===== config.mk =====
export PLATFORM = sky130hd
export DESIGN_NAME = p5g_port_top
export DESIGN_NICKNAME = d
export VERILOG_FILES = /design/src/design/p5g_pkg.sv /design/src/design/p5g_port_top.sv
export SDC_FILE = /design/constraint.sdc
export NUM_CORES = 1
export LEC_CHECK = 0
export BUFFER_PORTS_ARGS = -buffer_cell sky130_fd_sc_hd__buf_2
export CAP_MARGIN = 0
export CORE_MARGIN = 1
export CORE_UTILIZATION = 58
export DETAILED_ROUTE_END_ITERATION = 12
export PLACE_DENSITY_LB_ADDON = 0.1
export SLEW_MARGIN = 10
export SYNTH_ARGS = -nofsm -noshare
export SYNTH_HDL_FRONTEND = slang
export SYNTH_SLANG_ARGS = --single-unit

===== constraint.sdc =====
create_clock -name i_clk -period 4.2 [get_ports i_clk]
set_clock_uncertainty 0.2 [all_clocks]
set_input_delay 0.63 -clock i_clk [delete_from_list [all_inputs] [get_ports i_clk]]
set_output_delay 0.63 -clock i_clk [all_outputs]
set_load 0.02 [all_outputs]

===== src/design/p5g_pkg.sv =====
// Purpose: Shared constants and types of the port 5 GPIO / wakeup / segment block
// Assumes: Byte-wide register port, one 100 MHz clock
// Notes:   Register offsets are word indices on the plain register port
package p5g_pkg;

  localparam int          P5G_W      = 8;
  localparam int          P5G_AW     = 3;

  // Register map
  localparam logic [2:0]  A_DATA     = 3'h0;
  localparam logic [2:0]  A_DIR      = 3'h1;
  localparam logic [2:0]  A_PULL     = 3'h2;
  localparam logic [2:0]  A_MODE     = 3'h3;
  localparam logic [2:0]  A_STAT     = 3'h4;
  localparam logic [2:0]  A_MASK     = 3'h5;

  // Reset and fixed read values
  localparam logic [7:0]  RST_BYTE   = 8'h00;
  localparam logic [7:0]  ALL_ONES   = 8'hff;
  localparam logic [7:0]  WAKE_IDLE  = 8'hff;

  // Segment-select ranges per nibble
  localparam logic [3:0]  SEG_HI_MIN = 4'h2;
  localparam logic [3:0]  SEG_HI_MAX = 4'h9;
  localparam logic [3:0]  SEG_LO_MIN = 4'h1;
  localparam logic [3:0]  SEG_LO_MAX = 4'h8;

  // Operating modes
  typedef enum logic [2:0] {
    PM_ACTIVE,
    PM_SUBACTIVE,
    PM_SLEEP,
    PM_SUBSLEEP,
    PM_STANDBY,
    PM_WATCH
  } p5g_pmode_t;

  // Whole state of the port
  typedef struct packed {
    logic [7:0] data;
    logic [7:0] dir;
    logic [7:0] pull;
    logic [7:0] mode;
    logic [7:0] stat;
    logic [7:0] mask;
    logic [7:0] rdata;
    logic [7:0] s1;
    logic [7:0] s2;
    logic [7:0] s3;
    logic [7:0] lvl;
    logic [7:0] hout;
    logic [7:0] hoe;
  } p5g_state_t;

endpackage


===== src/design/p5g_port_top.sv =====
// Purpose: Port 5 pins with GPIO, wakeup input and LCD segment functions
// Assumes: Segment field and segment data come from logic on i_clk
// Notes:   Pin value and enable are registered and follow register writes one cycle later when functional; standby and watch force the enable off at once
//
// Design decisions made here: the placing of the registers and the strobed register port.

`timescale 1ns/100ps

module p5g_port_top
  import p5g_pkg::*;
(
  input  wire logic              i_clk,
  input  wire logic              i_reset_n,
  input  wire logic [P5G_AW-1:0] i_addr,
  input  wire logic [7:0]        i_wdata,
  input  wire logic              i_wr,
  input  wire logic              i_rd,
  output logic      [7:0]        o_rdata,
  input  wire p5g_pmode_t        i_power_mode,
  input  wire logic [3:0]        i_lcd_pin_assign_field,
  input  wire logic [7:0]        i_lcd_drive_out,
  input  wire logic [7:0]        i_gpio_pin,
  output logic      [7:0]        o_gpio_pin,
  output logic      [7:0]        o_gpio_pin_oe,
  output logic      [7:0]        o_pullup_en,
  output logic      [7:0]        o_wakeup,
  output logic                   o_irq
);

  ////////////////////////////////////////////////////////////////////////////
  // Helpers

  // Pins taken over as segment outputs
  function automatic logic [7:0] seg_mask(input logic [3:0] f);
    logic hi;
    logic lo;
    hi = (f >= SEG_HI_MIN) && (f <= SEG_HI_MAX);
    lo = (f >= SEG_LO_MIN) && (f <= SEG_LO_MAX);
    return {{4{hi}}, {4{lo}}};
  endfunction

  ////////////////////////////////////////////////////////////////////////////
  // State

  p5g_state_t s_q;
  p5g_state_t s_d;

  logic [7:0] seg;
  logic [7:0] wsel;
  logic [7:0] gpio;
  logic [7:0] drv_out;
  logic [7:0] drv_oe;
  logic [7:0] fall;
  logic [7:0] clr;
  logic       func;
  logic       hold;
  logic       hiz;

  always_comb begin
    seg  = seg_mask(i_lcd_pin_assign_field);
    wsel = s_q.mode & ~seg;
    gpio = ~s_q.mode & ~seg;
    func = (i_power_mode == PM_ACTIVE) || (i_power_mode == PM_SUBACTIVE);
    hold = (i_power_mode == PM_SLEEP) || (i_power_mode == PM_SUBSLEEP);
    hiz  = (i_power_mode == PM_STANDBY) || (i_power_mode == PM_WATCH);
  end

  // Per-pin drive: segment first, then wakeup, then GPIO
  always_comb begin
    drv_out = (seg & i_lcd_drive_out) | (gpio & s_q.data);
    drv_oe  = seg | (gpio & s_q.dir);
  end

  ////////////////////////////////////////////////////////////////////////////
  // Next state

  always_comb begin
    s_d = s_q;

    // Pin sampling; level changes once stages two and three agree
    s_d.s1 = i_gpio_pin;
    s_d.s2 = s_q.s1;
    s_d.s3 = s_q.s2;
    for (int i = 0; i < P5G_W; i++) begin
      if (s_q.s2[i] == s_q.s3[i]) begin
        s_d.lvl[i] = s_q.s3[i];
      end
    end

    // Register writes
    if (i_wr) begin
      case (i_addr)
        A_DATA: begin
          s_d.data = i_wdata;
        end
        A_DIR: begin
          s_d.dir = i_wdata;
        end
        A_PULL: begin
          s_d.pull = i_wdata;
        end
        A_MODE: begin
          s_d.mode = i_wdata;
        end
        A_MASK: begin
          s_d.mask = i_wdata;
        end
        default: begin
        end
      endcase
    end

    // Wakeup falling edges set sticky status; set wins over clear
    fall   = wsel & s_q.lvl & ~s_d.lvl;
    clr    = (i_wr && (i_addr == A_STAT)) ? i_wdata : RST_BYTE;
    s_d.stat = (s_q.stat & ~clr) | fall;

    // Read data one cycle after the strobe
    s_d.rdata = RST_BYTE;
    if (i_rd) begin
      case (i_addr)
        A_DATA: begin
          s_d.rdata = (s_q.dir & s_q.data) | (~s_q.dir & s_q.lvl);
        end
        A_DIR: begin
          s_d.rdata = ALL_ONES;
        end
        A_PULL: begin
          s_d.rdata = s_q.pull;
        end
        A_MODE: begin
          s_d.rdata = s_q.mode;
        end
        A_STAT: begin
          s_d.rdata = s_q.stat;
        end
        A_MASK: begin
          s_d.rdata = s_q.mask;
        end
        default: begin
          s_d.rdata = RST_BYTE;
        end
      endcase
    end

    // Drive follows setup when functional, is frozen in sleep modes
    if (func) begin
      s_d.hout = drv_out;
      s_d.hoe  = drv_oe;
    end else if (hiz) begin
      s_d.hoe  = RST_BYTE;
    end
  end

  ////////////////////////////////////////////////////////////////////////////
  // Registers

  always_ff @(posedge i_clk or negedge i_reset_n) begin
    if (!i_reset_n) begin
      s_q <= '0;
    end else begin
      s_q <= s_d;
    end
  end

  ////////////////////////////////////////////////////////////////////////////
  // Outputs

  always_comb begin
    o_rdata       = s_q.rdata;
    o_gpio_pin    = s_q.hout;
    o_gpio_pin_oe = hiz ? RST_BYTE : s_q.hoe;
    o_pullup_en   = ~s_q.dir & s_q.pull;
    o_wakeup      = (wsel & s_q.lvl) | (~wsel & WAKE_IDLE);
    o_irq         = |(s_q.stat & s_q.mask);
  end
endmodule


==> flow_summary.yaml <==
cells_and_area:
  fin_nets: 488
  final.fill_count: 623
  area.growth.synth_to_final_pct: 11.02
  n_antenna_cell: 0
  drive_gt1_frac: 0.3275
  fin_cells: 557
setup_path:
  r2r_slack_ns: 2.58
  ff2ff_path_depth: 3
  cp-startpoint: "i_lcd_pin_assign_field[2]"
  cp.required_ns: 3.37
  crit_fanout: 12
  crit_path_start_kind: "primary input"
  arrival_ns: 2.06
  crit_path_end_kind: "primary output"
  rr_endpoint: "o_rdata[7]"
  crit_type: "primary input to primary output"
  r2r_start: "s_q[95]"
clocking:
  cts-resized-gates: 0
  cts_tree: "yes"
  worstSkewPairLatency_ns: 0.37
  ctsRootBufferMaster: "clkbuf_8"
  cts_sinks: 104
  numCtsBuffers: 9
  htreeDepth: 3
  ctsHoldBuffers: 0
  cts.path.max_buffers: 2
  path_clk_slew_ns: 0.10
  post_cts_buffers: 0
synth:
  ys_warn_count: 0
  ys_types: 43
  synth_nets: 430
  synth-main-ff-cell: "dfrtp_1"
  syn_area_mm2: 0.004691
  synth.area.top_cells: "dfrtp_1, mux2_2, buf_4"
  synthCells: 392
  synth_edf_count: 0
  ys_ff_latch: 104
  synth.avg_cell_area_um2: 11.97
  synthArstFlopShare: 1.000
  yosys.area.top_type: "dfrtp_1"
  synth_top_area_share: 0.5548
  yosysSeqAreaShare: 0.5548
floorplan:
  num_rows: 32
  die-area_mm2: 0.008451
  core_area_mm2: 0.007767
  io_pins: 79
  die-height_um: 91.93
  floorplan.initialDensity: 0.6039
  die-width_um: 91.93
sta:
  fin_crit_ns: 2.894
  slew_viol_final: 0
  tightest_slew_ns: 1.129
  fin_setup_tns_ns: 0
  finalHoldViolCount: 0
  grt_setup_unrepaired: "no"
  fmax_mhz: 345.5
  relSlewSlack: 0.2469
  fin_crit_sh: 0.6891
  final-setup-viol-count: 0
power_and_ir_drop:
  ir_worst_vdd_uv: 282.3
  p_clk_frac: 0.237
  power_uw: 2433
  leakagePower_uw: 0.002368
  seq_power_share: 0.540
  power.internal_uw: 1642
  switching_power_uw: 791.2
  sw_frac_of_total: 0.3251
  power_density_mw_per_mm2: 467.3
  p_comb_frac: 0.223
detailed_routing:
  ant_nets: 0
  drt_wl_total_mm: 10.22
  vias_per_cell: 5.986
  dr.pass1.iters: 5
  drc: 0
  vias: 3334
  drtIter0Drc: 204
  wire_per_inst_um: 18.36
grt:
  overflow: 0
  antenna_found_initial: 0
  grt_usage: 0.2722
  grt_pass1_wl_mm: 17.37
  grt_pass1_vias: 3367
  grt_max_degree: 52
outcome:
  status: "complete, no violations"
placed_design:
  dpl.cell_count: 541
  portBuffers: 77
  dp_hpwl_mm: 7.016
  place.gp.congestion: 0.8542
run:
  drv_cap: 0
hold_path:
  hp-class: "primary input to async pin"
[logic make-up (layout without fill, tap and decap cells)]
kind of cell    count (synthesis)  count (layout)  share of synthesized area
compound gates                 89              89                     0.1382
mux                            48              48                     0.1136
simple gates                  107             107                     0.1408
fa+ha+maj                       1               1                   0.002134
buf+inv                        43             106                    0.05041
flops                         104             104                     0.5548
[worst max-delay path: stages]
cell and delay (ns):
buf_2 0.15, or4_4 0.58, nand2_1 0.38, nand3b_1 0.13, buf_2 0.18
[cells in the final DEF (no fill, tap or decap), drive strengths merged, types with 2 or more instances in the layout]
cell type / instances
a31oi: 8
nand3: 9
nor4b: 2
o2111ai: 8
a21boi: 8
nand3b: 18
mux2i: 6
o31a: 6
or3: 2
nand4: 10
o22ai: 2
inv: 14
a221oi: 3
a21oi: 22
dfrtp: 104
a22oi: 4
a41o: 8
o221a: 5
o21ai: 9
nor2: 22
clkbuf: 10
and2: 8
o211ai: 2
mux2: 42
nor2b: 17
nand2: 10
nand2b: 3
clkinvlp: 3
buf: 79
[per-layer routing]
layer | global-route usage | vias up | share of wire
met2 | 0.4260 | 70 | 0.49
met1 | 0.3769 | 1695 | 0.46
met3 | 0.06882 | 12 | 0.035
li1 | - | 1557 | -
met5 | 0 | - | 0
met4 | 0.08203 | 0 | 0.014
[cell usage after synthesis (9+ instances only)]
master / count
nor2b_1: 17
buf_4: 18
nand4_1: 9
nand3b_1: 18
o21ai_0: 9
mux2_2: 42
dfrtp_1: 104
inv_1: 10
nor2_1: 22
a21oi_1: 22
nand2_1: 10
[sequential cells by signal, summed over array words and instances, names as in the netlist]
register / cells
s_q: 72
s_d: 16
o_gpio_pin: 8
o_rdata: 8
[area by class of cell]
cell class | instances | area, um2 | share of cell area
clock buffers | 10 | 127.6 | 0.02451
clock inverters | 6 | 51.30 | 0.009851
inverters | 11 | 41.29 | 0.007929
multi-input cells | 245 | 1854 | 0.3561
flip-flops and latches | 104 | 2603 | 0.4998
well taps | 102 | 127.6 | 0.02451
repair buffers | 79 | 402.9 | 0.07737
[power by group through the flow]
stage | Sequential [uW] | Clock (uW) | Combinational, uW
after CTS | 1310 | 590 | 547
after global placement | 1320 | 0 | 533
after floorplan | 1280 | 0 | 415
after global routing | 1340 | 634 | 597
final | 1310 | 576 | 543
after detailed placement | 1330 | 0 | 544
[per-stage QoR]
step	utilization	hold WS, ns	setup WS, ns	area, um2
detailed placement	0.6474	0.1381	1.321	5029
finish	0.6704	0.07962	1.306	5207
global route	0.6704	0.1233	1.123	5207
floorplan	-	0.1312	1.742	4691
CTS	0.6704	0.1052	1.316	5207
global placement	0.6474	0.1328	1.332	5029
[worst max path at each step]
stage	endpoint	slack, ns	depth (start not counted)
finish	o_wakeup[2]	1.31	5
detailed placement	o_wakeup[1]	1.32	5
floorplan	o_wakeup[0]	1.74	4
global placement	o_wakeup[1]	1.33	5
global route	o_wakeup[7]	1.12	5
CTS	o_wakeup[1]	1.32	5
Note: power is estimated with default switching activity, not from simulation.
